**src/hw/adsp_pkg.sv**
```systemverilog
// Shared constants, field layouts and carrier types of the converter serial port
package adsp_pkg;

	// ------------------------------------------------------------
	// Timing
	// ------------------------------------------------------------
	localparam int CLK_PERIOD_NS   = 10;          // System clock period
	localparam int TIMEOUT_NS      = 30_800_000;  // Serial clock low time-out, 30.8 ms
	localparam int TIMEOUT_CYCLES  = (TIMEOUT_NS + CLK_PERIOD_NS - 1) / CLK_PERIOD_NS;
	localparam int READY_LEAD_NS   = 8_000;       // Ready withdrawn 8 us before next result
	localparam int READY_LEAD_CYC  = READY_LEAD_NS / CLK_PERIOD_NS;
	localparam int CONV_CYCLES_DEF = 62_500;      // Plain default conversion length

	// ------------------------------------------------------------
	// Register values and fields
	// ------------------------------------------------------------
	localparam logic [15:0] RESULT_RESET = 16'h0000;  // Result after power-up
	localparam logic [15:0] CFG_RESET    = 16'h058B;  // Settings after power-up
	localparam logic [15:0] CODE_MAX     = 16'h7FF0;  // Positive full-scale word
	localparam logic [15:0] CODE_MIN     = 16'h8000;  // Negative full-scale word
	localparam int          CODE_BITS    = 12;        // Result resolution
	localparam int          CODE_POS_FS  = 2047;      // Largest 12-bit code
	localparam int          CODE_NEG_FS  = -2048;     // Smallest 12-bit code
	localparam logic [3:0]  PAD_BITS     = 4'h0;      // Reserved low result bits
	localparam logic [1:0]  WV_VALID     = 2'h1;      // Write-valid code that updates
	localparam int          CFG_START    = 15;        // Single-shot start bit
	localparam int          CFG_WV_HI    = 2;         // Write-valid field top
	localparam int          CFG_WV_LO    = 1;         // Write-valid field bottom
	localparam logic [5:0]  XFER_HALF    = 6'h10;     // Bits in one half transfer
	localparam logic [5:0]  XFER_FULL    = 6'h20;     // Bits in a full transfer

	// ------------------------------------------------------------
	// Carrier types
	// ------------------------------------------------------------
	typedef struct packed {
		logic cs_n;   // Chip select, active low
		logic sclk;   // Serial clock from master
		logic din;    // Serial data in
	} adsp_pins_in_type;

	typedef struct packed {
		logic serial_out_ready_n;     // Data out / ready level
		logic serial_out_ready_n_oe;  // Drive enable of that pin
		logic weak_pullup_on;         // Weak pullup switched on
	} adsp_pins_out_type;

	typedef struct packed {
		logic       start;               // Single-shot start, reads zero
		logic [2:0] mux_sel;             // Input selection
		logic [2:0] gain_range;          // Full-scale range
		logic       mode;                // 1 single-shot, 0 continuous
		logic [2:0] sample_rate;         // Data rate
		logic       temp_sensor_select;  // Temperature conversion
		logic       weak_pullup_enable;  // Pullup while deselected
		logic [1:0] write_valid;         // Write qualifier
		logic       fixed_one;           // Read-only one
	} adsp_settings_type;

endpackage : adsp_pkg

```
**src/hw/adsp_clip.sv**
```systemverilog
// Saturating formatter: raw signed code to left-justified 16-bit result word
module adsp_clip
	import adsp_pkg::*;
#(
	parameter int RAW_W = 16
)
(
	// Raw code from the modulator back end
	input  wire logic signed [RAW_W-1:0] raw_in,
	// Formatted word
	output logic             [15:0]      word_out
);

	localparam logic signed [RAW_W-1:0] POS_LIM = RAW_W'(CODE_POS_FS);  // Upper clip
	localparam logic signed [RAW_W-1:0] NEG_LIM = RAW_W'(CODE_NEG_FS);  // Lower clip

	if (RAW_W < CODE_BITS)
	begin : g_bad_raw
		$error("adsp_clip: RAW_W narrower than the result");
	end

	// Clip at full scale, else keep the low code bits and pad below
	always_comb
	begin
		if (raw_in > POS_LIM)
			word_out = CODE_MAX;  // [RL2]
		else if (raw_in < NEG_LIM)
			word_out = CODE_MIN;  // [RL2]
		else
			word_out = {raw_in[CODE_BITS-1:0], PAD_BITS};  // [RL1] [RL17]
	end

endmodule // adsp_clip

```
**src/hw/adsp_port.sv**
```systemverilog
// Serial data and settings port of the converter, with conversion sequencing
//
// Contract
// [RL1] Result is 12-bit twos complement, left-justified
// [RL2] Clip words at 7FF0h and 8000h
// [RL3] Mode 0 converts back to back always
// [RL4] Mode 1 converts only on start write
// [RL5] Result buffered until newer result replaces it
// [RL6] Bit 15 leaves on first rising edge
// [RL7] Settings captured on falling edges meanwhile
// [RL8] Transfer is 32 or 16 bits
// [RL9] 32-bit: result then settings readback, MSB first
// [RL10] Readback equals settings written this transfer
// [RL11] Master repeats settings or holds input steady
// [RL12] Master holds input steady when not writing
// [RL13] Fast master pauses 16 us between halves
// [RL14] Master raises select after 16-bit transfer
// [RL15] Next select fall sends buffered result
// [RL16] Result reads zero until first conversion
// [RL17] Result low four bits read zero
// [RL18] Settings reset 058Bh with fixed layout
// [RL19] Start launches only while powered down
// [RL20] Start bit always reads back zero
// [RL21] Ready pin low signals fresh result
// [RL22] Settings update only when write-valid is 01
// [RL23] Select high resets and releases pin
// [RL24] Serial clock low 30.8 ms resets port
// [RL25] Unread continuous result: ready high 8 us early
// [RL26] Ready stays off after transfer starts
module adsp_port
	import adsp_pkg::*;
#(
	parameter int RAW_W          = 16,
	parameter int CONV_CYCLES    = CONV_CYCLES_DEF,
	parameter int TIMEOUT_CYC    = TIMEOUT_CYCLES
)
(
	// Clock and control
	input  wire logic                      sys_clk_in,
	input  wire logic                      rst_in,
	input  wire logic                      ce_in,
	// Serial pins
	input  wire adsp_pkg::adsp_pins_in_type  pins_in,
	output adsp_pkg::adsp_pins_out_type      pins_out,
	// Modulator back end
	input  wire logic signed [RAW_W-1:0]   raw_code_in,
	output logic                           converting_out,
	// Settings seen by the front end
	output adsp_pkg::adsp_settings_type      settings_out
);
	import adsp_pkg::*;

	// ------------------------------------------------------------
	// Elaboration checks
	// ------------------------------------------------------------
	if (CONV_CYCLES <= READY_LEAD_CYC + 1)
	begin : g_bad_conv
		$error("adsp_port: CONV_CYCLES must exceed the ready lead");
	end
	if (TIMEOUT_CYC < 2 || TIMEOUT_CYC >= (1 << 22))
	begin : g_bad_tmo
		$error("adsp_port: TIMEOUT_CYC out of range");
	end
	if (CONV_CYCLES >= (1 << 20))
	begin : g_bad_conv_w
		$error("adsp_port: CONV_CYCLES too large for the timer");
	end

	// ------------------------------------------------------------
	// Declarations
	// ------------------------------------------------------------
	typedef enum logic {ADSP_IDLE, ADSP_CONV} adsp_state_type;

	localparam logic [19:0] CONV_LAST = 20'(CONV_CYCLES - 1);   // Timer load
	localparam logic [19:0] LEAD_AT   = 20'(READY_LEAD_CYC);    // Ready withdraw point
	localparam logic [21:0] TMO_LAST  = 22'(TIMEOUT_CYC - 1);   // Time-out point

	adsp_pins_in_type  pins_s;          // Synchronised pins
	logic [2:0]        sync_q;          // Synchroniser output, select inverted
	logic              sclk_prev_q;     // Previous serial clock level
	logic              sclk_rise;       // Serial clock rising edge
	logic              sclk_fall;       // Serial clock falling edge
	logic [5:0]        bit_cnt_q, bit_cnt_d;      // Rising edges in transfer
	logic [15:0]       tx_q, tx_d;                // Outgoing shift word
	logic [15:0]       rx_q, rx_d;                // Incoming shift word
	logic [21:0]       tmo_q, tmo_d;              // Serial clock low timer
	logic [15:0]       result_q, result_d;        // Buffered result
	logic [15:0]       clipped;                   // Formatted new result
	adsp_settings_type cfg_q, cfg_d;              // Settings register
	logic              ready_q, ready_d;          // Fresh result pending
	adsp_state_type    state_q, state_d;          // Conversion sequencer
	logic [19:0]       timer_q, timer_d;          // Conversion timer
	logic              shot_req;                  // Start written this cycle
	logic              conv_done;                 // Conversion finishing now
	logic [15:0]       word_in;                   // Completed incoming word
	adsp_pins_out_type pins_d;                    // Next pin values

	// ------------------------------------------------------------
	// Pin synchronisation and formatting
	// ------------------------------------------------------------
	adsp_sync #(.WIDTH(3)) u_sync
	(
		.sys_clk_in (sys_clk_in),
		.rst_in     (rst_in),
		.ce_in      (ce_in),
		.d_in       (pins_in ^ 3'h4),
		.q_out      (sync_q)
	);

	adsp_clip #(.RAW_W(RAW_W)) u_clip
	(
		.raw_in   (raw_code_in),
		.word_out (clipped)
	);

	// Select travels inverted, so the zeroed synchroniser reads deselected after reset
	assign pins_s    = sync_q ^ 3'h4;  // [RL23]
	// Edges only count while selected; a deselected port ignores the clock
	assign sclk_rise = pins_s.sclk & ~sclk_prev_q & ~pins_s.cs_n;  // [RL23]
	assign sclk_fall = ~pins_s.sclk & sclk_prev_q & ~pins_s.cs_n;  // [RL23]
	assign word_in   = {rx_q[14:0], pins_s.din};
	assign conv_done = (state_q == ADSP_CONV) && (timer_q == '0);

	// ------------------------------------------------------------
	// Serial shifter and settings register
	// ------------------------------------------------------------
	// Next values of the shifter, time-out and settings
	always_comb
	begin
		bit_cnt_d = bit_cnt_q;
		tx_d      = tx_q;
		rx_d      = rx_q;
		cfg_d     = cfg_q;
		shot_req  = 1'b0;
		tmo_d     = (pins_s.sclk || bit_cnt_q == '0) ? '0 : tmo_q + 22'h000001;
		if (sclk_rise)
		begin
			bit_cnt_d = bit_cnt_q + 6'h01;
			if (bit_cnt_q == '0)
				tx_d = result_q;  // Lock the result for the whole transfer [RL6] [RL15]
			else if (bit_cnt_q == XFER_HALF)
				tx_d = cfg_q;     // Readback after the result bytes [RL9] [RL10]
			else
				tx_d = {tx_q[14:0], 1'b0};  // MSB first [RL6] [RL9]
		end
		if (sclk_fall)
		begin
			rx_d = word_in;  // [RL7]
			if (bit_cnt_q == XFER_HALF && word_in[CFG_WV_HI:CFG_WV_LO] == WV_VALID)
			begin
				// Start and bit 0 are not storable [RL22] [RL20] [RL18]
				cfg_d = {1'b0, word_in[14:1], 1'b1};
				shot_req = word_in[CFG_START];
			end
			if (bit_cnt_q == XFER_FULL)
				bit_cnt_d = '0;  // Full transfer done, next clock starts anew [RL8]
		end
		// Stalled clock or deselect resets the interface
		if (tmo_q == TMO_LAST || pins_s.cs_n)
		begin
			bit_cnt_d = '0;  // [RL24] [RL23]
			tmo_d     = '0;
		end
	end

	// Register the shifter group
	always_ff @(posedge sys_clk_in)
	begin
		if (rst_in)
		begin
			sclk_prev_q <= 1'b0;
			bit_cnt_q   <= '0;
			tx_q        <= '0;
			rx_q        <= '0;
			tmo_q       <= '0;
			cfg_q       <= CFG_RESET;  // [RL18]
		end
		else if (ce_in)
		begin
			sclk_prev_q <= pins_s.sclk;
			bit_cnt_q   <= bit_cnt_d;
			tx_q        <= tx_d;
			rx_q        <= rx_d;
			tmo_q       <= tmo_d;
			cfg_q       <= cfg_d;
		end
	end

	// ------------------------------------------------------------
	// Conversion sequencer, result buffer and ready flag
	// ------------------------------------------------------------
	// Next values of the sequencer; a new result always beats a clear
	always_comb
	begin
		state_d  = state_q;
		timer_d  = timer_q;
		result_d = result_q;
		ready_d  = ready_q;
		if (sclk_rise && bit_cnt_q == '0)
			ready_d = 1'b0;  // Transfer started [RL26]
		case (state_q)
			ADSP_IDLE:
			begin
				// Powered down until mode 0 or a start write [RL3] [RL4] [RL19]
				if (!cfg_q.mode || (shot_req && cfg_d.mode))
				begin
					state_d = ADSP_CONV;
					timer_d = CONV_LAST;
				end
			end
			ADSP_CONV:
			begin
				if (timer_q == LEAD_AT && !cfg_q.mode)
					ready_d = 1'b0;  // Unread result withdrawn early [RL25]
				if (conv_done)
				begin
					result_d = clipped;  // Replaced only by a newer one [RL5]
					ready_d  = 1'b1;     // [RL21]
					timer_d  = CONV_LAST;
					if (cfg_q.mode)
						state_d = ADSP_IDLE;  // Single shot powers down again
				end
				else
					timer_d = timer_q - 20'h00001;  // Start writes ignored here [RL19]
			end
			default:
				state_d = ADSP_IDLE;
		endcase
	end

	// Register the sequencer group
	always_ff @(posedge sys_clk_in)
	begin
		if (rst_in)
		begin
			state_q  <= ADSP_IDLE;
			timer_q  <= '0;
			result_q <= RESULT_RESET;  // [RL16]
			ready_q  <= 1'b0;
		end
		else if (ce_in)
		begin
			state_q  <= state_d;
			timer_q  <= timer_d;
			result_q <= result_d;
			ready_q  <= ready_d;
		end
	end

	// ------------------------------------------------------------
	// Pin drive and outputs
	// ------------------------------------------------------------
	// Shift data during a transfer, ready level between transfers
	always_comb
	begin
		pins_d.serial_out_ready_n_oe = ~pins_s.cs_n;  // Released while deselected [RL23]
		pins_d.weak_pullup_on        = pins_s.cs_n & cfg_q.weak_pullup_enable;
		if (bit_cnt_d != '0)
			pins_d.serial_out_ready_n = tx_d[15];  // [RL6]
		else
			pins_d.serial_out_ready_n = ~ready_d;  // [RL21]
	end

	// All outputs straight from flip-flops
	always_ff @(posedge sys_clk_in)
	begin
		if (rst_in)
		begin
			pins_out       <= '{serial_out_ready_n: 1'b1, default: 1'b0};
			converting_out <= 1'b0;
			settings_out   <= CFG_RESET;
		end
		else if (ce_in)
		begin
			pins_out       <= pins_d;
			converting_out <= (state_d == ADSP_CONV);
			settings_out   <= cfg_d;
		end
	end

	// ------------------------------------------------------------
	// Assertions
	// ------------------------------------------------------------
	property p_pad_zero;
		@(posedge sys_clk_in) disable iff (rst_in)
		result_q[3:0] == PAD_BITS;
	endproperty
	a_pad_zero: assert property (p_pad_zero) else $error("result pad bits not zero"); // [RL17]

	property p_clip_high;
		@(posedge sys_clk_in) disable iff (rst_in)
		ce_in && conv_done && raw_code_in > RAW_W'(CODE_POS_FS) |=> result_q == CODE_MAX;
	endproperty
	a_clip_high: assert property (p_clip_high) else $error("positive clip wrong"); // [RL2]

	property p_cont_runs;
		@(posedge sys_clk_in) disable iff (rst_in)
		ce_in && state_q == ADSP_IDLE && !cfg_q.mode |=> state_q == ADSP_CONV;
	endproperty
	a_cont_runs: assert property (p_cont_runs) else $error("continuous mode idle"); // [RL3]

	property p_single_waits;
		@(posedge sys_clk_in) disable iff (rst_in)
		state_q == ADSP_IDLE && cfg_q.mode && !shot_req |=> state_q == ADSP_IDLE;
	endproperty
	a_single_waits: assert property (p_single_waits) else $error("spontaneous shot"); // [RL4]

	property p_start_reads_zero;
		@(posedge sys_clk_in) disable iff (rst_in)
		ce_in && sclk_rise && bit_cnt_q == XFER_HALF |=> !tx_q[15] && tx_q[0];
	endproperty
	a_start_reads_zero: assert property (p_start_reads_zero) else $error("readback bits wrong"); // [RL20]

	property p_nop_keeps;
		@(posedge sys_clk_in) disable iff (rst_in)
		sclk_fall && word_in[CFG_WV_HI:CFG_WV_LO] != WV_VALID |=> $stable(cfg_q);
	endproperty
	a_nop_keeps: assert property (p_nop_keeps) else $error("settings changed on no-op"); // [RL22]

	property p_deselect;
		@(posedge sys_clk_in) disable iff (rst_in)
		ce_in && pins_s.cs_n |=> bit_cnt_q == '0 && !pins_out.serial_out_ready_n_oe;
	endproperty
	a_deselect: assert property (p_deselect) else $error("deselect did not reset"); // [RL23]

	property p_ready_off;
		@(posedge sys_clk_in) disable iff (rst_in)
		ce_in && sclk_rise && bit_cnt_q == '0 && !conv_done |=> !ready_q;
	endproperty
	a_ready_off: assert property (p_ready_off) else $error("ready kept after start"); // [RL26]

	property p_msb_first;
		@(posedge sys_clk_in) disable iff (rst_in)
		ce_in && sclk_rise && bit_cnt_q == '0 ##1 ce_in |=> pins_out.serial_out_ready_n == $past(result_q[15], 2);
	endproperty
	a_msb_first: assert property (p_msb_first) else $error("first bit not result MSB"); // [RL6]

endmodule // adsp_port

```
**src/hw/adsp_sync.sv**
```systemverilog
// Two-stage synchroniser for pin inputs, with clock enable
module adsp_sync
#(
	parameter int WIDTH = 1
)
(
	// Clock and control
	input  wire logic             sys_clk_in,
	input  wire logic             rst_in,
	input  wire logic             ce_in,
	// Data
	input  wire logic [WIDTH-1:0] d_in,
	output logic      [WIDTH-1:0] q_out
);

	// ------------------------------------------------------------
	// Stages
	// ------------------------------------------------------------
	logic [WIDTH-1:0] meta_q;  // First stage, read only by the second

	if (WIDTH < 1)
	begin : g_bad_width
		$error("adsp_sync: WIDTH must be at least 1");
	end

	// Both stages reset to idle-low; the first is read only by the second
	always_ff @(posedge sys_clk_in)
	begin
		if (rst_in)
		begin
			meta_q <= '0;
			q_out  <= '0;
		end
		else if (ce_in)
		begin
			meta_q <= d_in;
			q_out  <= meta_q;
		end
	end

endmodule // adsp_sync

```
**config.mk**
```make
export PLATFORM = sky130hd
export DESIGN_NAME = adsp_port
export DESIGN_NICKNAME = d
export VERILOG_FILES = /design/src/hw/adsp_pkg.sv /design/src/hw/adsp_clip.sv /design/src/hw/adsp_port.sv /design/src/hw/adsp_sync.sv
export SDC_FILE = /design/constraint.sdc
export NUM_CORES = 1
export LEC_CHECK = 0
export BUFFER_PORTS_ARGS = -buffer_cell sky130_fd_sc_hd__clkbuf_2
export CAP_MARGIN = 10
export CORE_UTILIZATION = 55
export DETAILED_ROUTE_END_ITERATION = 6
export PLACE_DENSITY = 0.74
export SYNTH_ARGS = -nofsm -noshare
export SYNTH_HDL_FRONTEND = slang
export SYNTH_SLANG_ARGS = --single-unit
export TNS_END_PERCENT = 1
```
**constraint.sdc**
```tcl
create_clock -name sys_clk_in -period 6.77 [get_ports sys_clk_in]
set_clock_uncertainty 0.15 [all_clocks]
set_input_delay 1.6925 -clock sys_clk_in [delete_from_list [all_inputs] [get_ports sys_clk_in]]
set_output_delay 1.6925 -clock sys_clk_in [all_outputs]
set_load 0.05 [all_outputs]
```
* After elaboration in Yosys (flattened, before gate mapping)
Index checks and enable logic that the tools add are counted.
Storage, ports and cells: register bits 123, word-level logic and storage cells 90
Cells by class: $add $sub $neg 3, order comparisons 2, eq/ne operators 6, multiplexer cells 27, bitwise logic cells 11, reduce and logical (&&, ||, !) cells 17
Operators by type and width (count):
- $mux W16 | 7
- $mux W22 | 2
- $mux W20 | 2
- $pmux W20 S2 | 1
- $mux W6 | 4
- $add A22 B1 Y22 const B | 1
- $eq A22 B22 Y1 const B | 1
- $eq A20 B10 Y1 const B | 1
- $logic_not A20 Y1 | 1
- $sub A20 B1 Y20 const B | 1
- $gt A16 B12 Y1 const B | 1
- $lt A16 B12 Y1 const B | 1
- $mux W1 | 10
- $add A6 B1 Y6 const B | 1
- $eq A6 B5 Y1 const B | 1
- $eq A6 B6 Y1 const B | 1
- $logic_not A6 Y1 | 1
- $not A1 Y1 | 6
- $reduce_and A2 Y1 | 3
- $reduce_and A3 Y1 | 2
- $reduce_bool A6 Y1 | 1
- $and A1 B1 Y1 | 5
- $logic_and A1 B1 Y1 | 5
- $logic_or A1 B1 Y1 | 3
- 4 further kinds | 4

* Depth between registers and ports, before layout
Gate-level depths: netlist of the first run.
depth in word-level cells 10, gate-level depth with buffers 9

* By module
A second synthesis of the first run with hierarchy kept.
Second synthesis, totals: cell total of the unflattened synthesis 694, area total of the unflattened synthesis 5889.4 sq um
By module, submodules not included:
- adsp_port | times used 1, cells each 627, area each 5291.3 sq um
- adsp_clip | times used 1, cells each 48, area each 384.1 sq um
- adsp_sync | times used 1, cells each 19, area each 214.0 sq um

* Worst setup path after synthesis of the first run
Ideal clock, no wire load.
path kind input to register, start input port ce_in, end register timer_q[16], arrival 3.517 ns, setup slack 3.033 ns, stages 8, buffers on the path 2, path through buf_2 > and4b_1 > clkbuf_1 > nand4_2 > o21ai_4 > nand4_2 > or4b_1 > a21oi_1
Between the ends: word-level cells in the longest chain between the ends 1
Ends and longest elaborated chain:
- from (decl) | line adsp_port.sv:41 | input wire logic ce_in,
- $reduce_and A2 Y1 (no line)
- to (signal assigned) | line adsp_port.sv:244 | timer_q <= timer_d;
- to (decl) | line adsp_port.sv:92 | logic [19:0] timer_q, timer_d;
No other way between the ends. A chain may end at the register's enable or synchronous reset.

* Final worst setup path of the first run
start input port ce_in, end register timer_q[3]
Same word-level chain as after synthesis.

==> metrics.txt, run 1 <==
status=finished clean; P_leak=~2.2 nW; final net count=671; Setup TNS Final=0 ns; Clock Latency Late Sink=between 0.5 and 0.6 ns; reg-to-reg critical path startpoint=u_sync.q_out[2]$_SDFFE_PP0P_; final wirelength=about 12 mm; largest area contributor in the netlist=dfxtp_1; Avg Cell Area, Syn=around 8.4 um2; DP HPWL=7.73 mm; die area=just under 10,000 um2; ys flop type=dfxtp_1; HP Class=reg -> reg; Via density=approximately 5.7; crit end category=flop; Mapped Cells=between 600 and 700; pins over their slew limit=0; CTS max path bufs=2; EDFF count, synth=0; slew at the pin closest to its max-slew limit=roughly 1.1 ns; Multi-input gate area=approximately 2700 um2; cell row count=35; fill count=788; Max-Cap Viols=0; net count after synthesis=650; Setup crit start kind=primary input; vias in the first global route=around 4,200; Setup Buffers After CTS=0; sequential area share after synthesis=0.450; clock sink count=between 100 and 150; commonest cells after routing, fill and taps aside=118 x nand2_1, 118 x dfxtp_1, 62 x a21oi_1; Hold Path Sink=result_q[9]$_SDFFE_PP0P_; f_max=approximately 0.22 GHz; Tmin final=between 4 and 5 ns; post-CTS sizing=0; crit path DAT=around 4.8 ns; CTS tree=built; cts hold-fix bufs=0; cts bufs inserted=17; ys async rst share=0; gpl congestion=roughly 0.84; Hold Slack=~0.30 ns; critical path fanouts, max=28; CTS clk-pin slew, worst paths=approximately 0.060 ns; hold path cells=2; RSZ-0062 raised after global routing=false; die width=roughly 100 um; required time of the critical path=about 7 ns; drt pass-1 iters=4; GRT Util Overall=0.249; IO Count=42; Antenna Diode Count=0; Initial DRC Count=between 150 and 200; CP Class=in -> reg; largest net degree at the start of global routing=57; power density cells=267 nW/um2; Worst R2R Path Depth=6; gr ovfl total=0; Synth area leaders=dfxtp_1 45%, nand2_1 8.4%, a21oi_1 5.9%, xor2_1 4.7%, nor2_1 4.3%; drt wl/cell=about 15 um; area added between synthesis and finish=15.2%; first-pass GRT wire length=a little under 20 mm; post-synth top area share=0.450; r2r setup slk=3.43 ns; Slew HR=0.271; core area=~9000 um2; Die Span Y=99.7 um; synthesized area=5260 um2; endpoints failing hold=0; Peak VDD IR=roughly 180 uV; Ys Warns=0; FF+latch count, synth=approximately 120; vias after detailed routing=roughly 4,500; sequential cell area=between 2000 and 2500 um2; FF-to-FF End=timer_q[3]$_SDFFE_PP0P_; H-tree Lvls=4; Starting Density=0.569; Final ANT Viol Nets=0; # setup viols final=0; Yosys cell types=55; hold path start=result_q[9]$_SDFFE_PP0P_; DRC=0; fraction of layout cells with a size suffix above 1=0.130; PortBufs=40; initial antenna violation count=0; root buffer cell=clkbuf_8; Period Utilization, post-route=0.671
-- per-layer routing --
metal / GRT usage / part of all wire / vias up
met1: 0.300 / 0.45 / 2113
met4: 0.0894 / 0.017 / 0
met3: 0.0689 / 0.047 / 18
li1: - / - / 2221
met5: 0 / 0 / -
met2: 0.423 / 0.49 / 109
-- final cells by class --
| type | count | share of cell area |
|---|---|---|
| Clock buffer | 19 | 0.0696 |
| Clock inverter | 12 | 0.0258 |
| Inverter | 8 | 0.00496 |
| Multi-Input combinational cell | 455 | 0.445 |
| Sequential cell | 118 | 0.390 |
| Tap cell | 129 | 0.0267 |
| Timing Repair Buffer | 44 | 0.0380 |
-- through the flow --
| step | util | std cells | total power, W | area, um2 | setup slack [ns] |
|---|---|---|---|---|---|
| after floorplan | - | 623 | 0.000744 | 5260 | 3.03 |
| after global placement | 0.593 | 754 | 0.000755 | 5480 | 1.82 |
| after detailed placement | 0.593 | 754 | 0.000756 | 5480 | 1.73 |
| after CTS | 0.655 | 785 | 0.00163 | 6060 | 2.25 |
| after global routing | 0.655 | 785 | 0.00167 | 6060 | 1.94 |
| final | 0.655 | 785 | 0.00162 | 6060 | 2.23 |
-- Yosys cell counts, types with 3 or more instances --
master,number
or4_1,5
nand4_1,13
a211oi_1,3
clkbuf_1,27
and3_1,4
and3b_1,3
ha_1,5
nand2_1,118
nand4b_1,8
a31oi_1,5
nand3b_1,6
buf_1,6
mux2i_1,19
nor2_1,60
buf_2,7
o211ai_1,22
nor3b_1,3
nor3_1,9
dfxtp_1,118
a21oi_1,62
xnor2_1,10
inv_1,8
xor2_1,28
nor4_1,5
nand3_1,16
o31ai_1,4
or3_1,5
a311oi_1,6
-- power breakdown --
| group | switching [W] | internal (W) | leakage, nW |
|---|---|---|---|
| registers | 0.00000340 | 0.000698 | 0.952 |
| logic | 0.0000276 | 0.0000119 | 0.944 |
| clock network | 0.000318 | 0.000558 | 0.270 |
-- critical path, cell delays in order --
cell      delay (ns)
clkbuf_2        0.49
and4b_1         0.67
nand4_2         0.48
o21ai_4         0.54
o21ai_1         0.33
nand2b_1        0.44
nor2_1          0.11
-- sequential cells by signal (all words and copies together), names as in the netlist, 3 cells and up --
name           flops
u_sync.meta_q      3
pins_out           3
u_sync.q_out       3
timer_q           20
tx_q              16
rx_q              15
bit_cnt_q          6
result_q          12
tmo_q             22
settings_out      15
-- worst max path at each step --
stage	startpoint	endpoint	slack, ns	cells past startpoint
2_1_floorplan	ce_in	timer_q[16]$_SDFFE_PP0P_	3.03	8
3_3_place_gp	ce_in	timer_q[6]$_SDFFE_PP0P_	1.82	7
3_5_place_dp	ce_in	timer_q[3]$_SDFFE_PP0P_	1.73	7
4_1_cts	ce_in	timer_q[3]$_SDFFE_PP0P_	2.25	7
5_1_grt	ce_in	timer_q[3]$_SDFFE_PP0P_	1.94	7
6_report	ce_in	timer_q[3]$_SDFFE_PP0P_	2.23	7
-- kinds of logic after synthesis --
logic type,after synthesis,synth area share
AOI/OAI and AO/OA,116,0.139
xor gates and xnor gates,38,0.0633
adders and majority gates,5,0.0119
buffers and inverters,50,0.0388
DFF,118,0.450
muxes,19,0.0362
other,1,0.000714
and+or+nand+nor,276,0.260
Note: power is estimated with default switching activity, not from simulation.
==> run 2: changes to the inputs <==
ABC_AREA = 1   (was unset)
CORE_UTILIZATION = 54   (was 55)
PLACE_DENSITY = 0.75   (was 0.74)
clock period = 3.9 ns   (was 6.77 ns; I/O delays follow)
==> run 2 against run 1 <==
  * Setup slack got worse by 1.3 ns
  * Global-route usage increased by 1.2 points
  * Clock power increased by 66%
  * Power increased by 74%
  * Sequential power increased by 75%
  * Largest cell class unchanged
  * Hold slack improved by 0.0081 ns
  * Combinational power increased to 3.5 times the previous value
  * Register-to-register slack got worse by 2.5 ns
  * Area after synthesis increased by 10%
  * Largest power group unchanged
==> metrics.txt, run 2 <==
die width=106 um; cts hold-fix bufs=0; most frequent cell after synthesis=nand2_1; Setup WS pre-CTS=slightly below 1 ns; Crit-path slowest cell=nor3_4; first-pass GRT wire length=between 20 and 25 mm; cell row count=37; Final WS setup=0.954 ns; Synth Area in Adders=0.0108; largest family of logic cells by synthesized area=simple AND/OR/NAND/NOR gates; gr ovfl total=0; fraction of layout cells with a size suffix above 1=0.108; critical path fanouts, max=35; Avg Cell Area, Syn=roughly 7 um2; Final ANT Viol Nets=0; net count after synthesis=approximately 860; crit path DAT=3.22 ns; Yosys cell types=43; hold path start=timer_q[0]$_SDFFE_PP0P_; Starting Density=0.558; fill count=just over 900; Largest regs=tmo_q (22), timer_q (20), tx_q (16); DP HPWL=around 9.6 mm; power density cells=~430 nW/um2; status=finished clean; # setup viols final=0; Setup Buffers After CTS=0; multiplexer area fraction after synthesis=0; root buffer cell=clkbuf_8; CP Class=reg -> reg; Ys Warns=0; endpoints failing hold=0; cts bufs inserted=17; slew at the pin closest to its max-slew limit=0.897 ns; post-route non-filler standard cell count=~1,000; Slew HR=0.397; largest net degree at the start of global routing=61; f_max=around 0.34 GHz; sequential cell area=around 2400 um2; gpl congestion=about 0.88; final net count=between 800 and 900; Clock Latency Late Sink=0.53 ns; complex-gate fraction of the synthesized area=0.166; Mapped Cells=roughly 830; ys flop type=dfxtp_1; cells along the critical path=inv_1 > ha_1 > nand2_2 > nor2_4 > nand2_4 > nor3_4 > nand3_2 > nand2_4 > nand2_1 > nand2_2 > inv_1 > nand2_1 > nor2_1; hold path cells=1; die area=approximately 11,000 um2; Via density=around 5.5; Setup TNS Final=0 ns; slowest cell delay on critical path=a little under 0.4 ns; WP depth=13; CTS max path bufs=2; CTS clk-pin slew, worst paths=roughly 0.060 ns; commonest cells in the netlist=186 x nand2_1, 118 x dfxtp_1, 112 x nor2_1, 77 x inv_1, 66 x a21oi_1; pins over their slew limit=0; sequential area share after synthesis=0.408; post-CTS sizing=0; crit end category=flop; Post-Synth XOR/XNOR Area=0.0227; H-tree Lvls=4; Inst Count DP=977; Max-Cap Viols=0; HP Class=reg -> reg; reg-to-reg critical path startpoint=bit_cnt_q[0]$_SDFFE_PP0P_; Hold Slack=between 0.3 and 0.4 ns; Initial DRC Count=457; Worst R2R Path Depth=13; synthesized area=about 5800 um2; Synth area leaders=dfxtp_1 41%, nand2_1 12%, nor2_1 7.3%, a21oi_1 5.7%, inv_1 5.0%; clock sink count=roughly 120; commonest non-fill, non-tap cell in the layout=nand2_1; drt wl/cell=~14 um; vias in the first global route=5,116; Antenna Diode Count=0; register with the most flip-flops=tmo_q; core area=between 10,000 and 15,000 um2; EDFF count, synth=0; Die Span Y=roughly 110 um; DRC=0; Hold Path Sink=timer_q[0]$_SDFFE_PP0P_; largest area contributor in the netlist=dfxtp_1; FF+latch count, synth=between 100 and 150; crit path launch=bit_cnt_q[0]$_SDFFE_PP0P_; FF-to-FF End=timer_q[8]$_SDFFE_PP0P_; Setup crit start kind=flop; CTS tree=built; required time of the critical path=between 4 and 5 ns; GRT Util Overall=0.261; initial antenna violation count=0; vias after detailed routing=around 5,600; number of flip-flops in the largest register=22; post-synth top area share=0.408; final wirelength=between 10 and 15 mm; r2r setup slk=0.95 ns; area added between synthesis and finish=13.5%; Peak VDD IR=between 300 and 400 uV; Crit path buffers/inverters=2; CP top delay family=simple AND/OR/NAND/NOR gates; PortBufs=40; Tmin final=around 2.9 ns; ys async rst share=0; RSZ-0062 raised after global routing=false; IO Count=42; Period Utilization, post-route=0.755; P_leak=around 2.8 nW; Multi-input gate area=slightly below 3000 um2; simple-gate share of the synthesized area=0.308; commonest cells after routing, fill and taps aside=186 x nand2_1, 118 x dfxtp_1, 112 x nor2_1; drt pass-1 iters=7
==> run 2: cell types whose count changed after synthesis, moves of 19 or more <==
cell,change
nand2_1,+68
nor2_1,+52
mux2i_1,-19
inv_1,+69
o21ai_0,+50
nand3_1,+32
==> run 2: cell families after synthesis <==
| kind of cell | count (synthesis) |
|---|---|
| buffers and inverters | 116 |
| XOR/XNOR | 15 |
| adder cells (fa/ha/maj) | 5 |
| AND/OR/NAND/NOR | 408 |
| AO/OA/AOI/OAI | 169 |
| other | 1 |
| flip-flops | 118 |
==> run 2: per-layer routing <==
metal	GRT usage	share of wire	vias up
met1	0.343	0.47	2573
li1	-	-	2796
met3	0.0606	0.055	22
met2	0.417	0.46	194
met4	0.0982	0.015	0
met5	0	0	-
==> run 2: through the flow <==
step / util / total power [W] / cell area [um2]
6_report: 0.633 / 0.00282 / 6570
5_1_grt: 0.633 / 0.00291 / 6570
4_1_cts: 0.633 / 0.00284 / 6570
3_5_place_dp: 0.580 / 0.00140 / 6010
3_3_place_gp: 0.580 / 0.00139 / 6010
2_1_floorplan: - / 0.00136 / 5790
==> run 2: worst register-to-register path, stage by stage (launching register included) <==
cell	delay (ns)
dfxtp_1	0.37
inv_1	0.10
ha_1	0.23
nand2_2	0.09
nor2_4	0.31
nand2_4	0.18
nor3_4	0.39
nand3_2	0.19
nand2_4	0.31
nand2_1	0.15
nand2_2	0.17
inv_1	0.10
nand2_1	0.07
nor2_1	0.04
==> run 2: final cells by class <==
cell class | count | area share
multi-input combinational | 598 | 0.448
sequential | 118 | 0.360
clock buffer | 19 | 0.0657
inverter | 80 | 0.0457
timing repair buffer | 45 | 0.0362
tap | 136 | 0.0259
clock inverter | 13 | 0.0190
==> run 2: worst max path at each step <==
stage,end,slack [ns]
after detailed placement,tmo_q[15]$_SDFFE_PP0P_,0.98
after CTS,timer_q[8]$_SDFFE_PP0P_,0.99
final,timer_q[8]$_SDFFE_PP0P_,0.95
after floorplan,timer_q[11]$_SDFFE_PP0P_,1.67
after global placement,tx_q[5]$_SDFFE_PP0P_,1.04
after global routing,timer_q[8]$_SDFFE_PP0P_,0.68
==> run 2: report_power, final <==
part | total [W] | internal (W) | switching [W]
registers | 0.00123 | 0.00122 | 0.0000144
logic | 0.000138 | 0.0000405 | 0.0000972
clock network | 0.00145 | 0.000866 | 0.000580
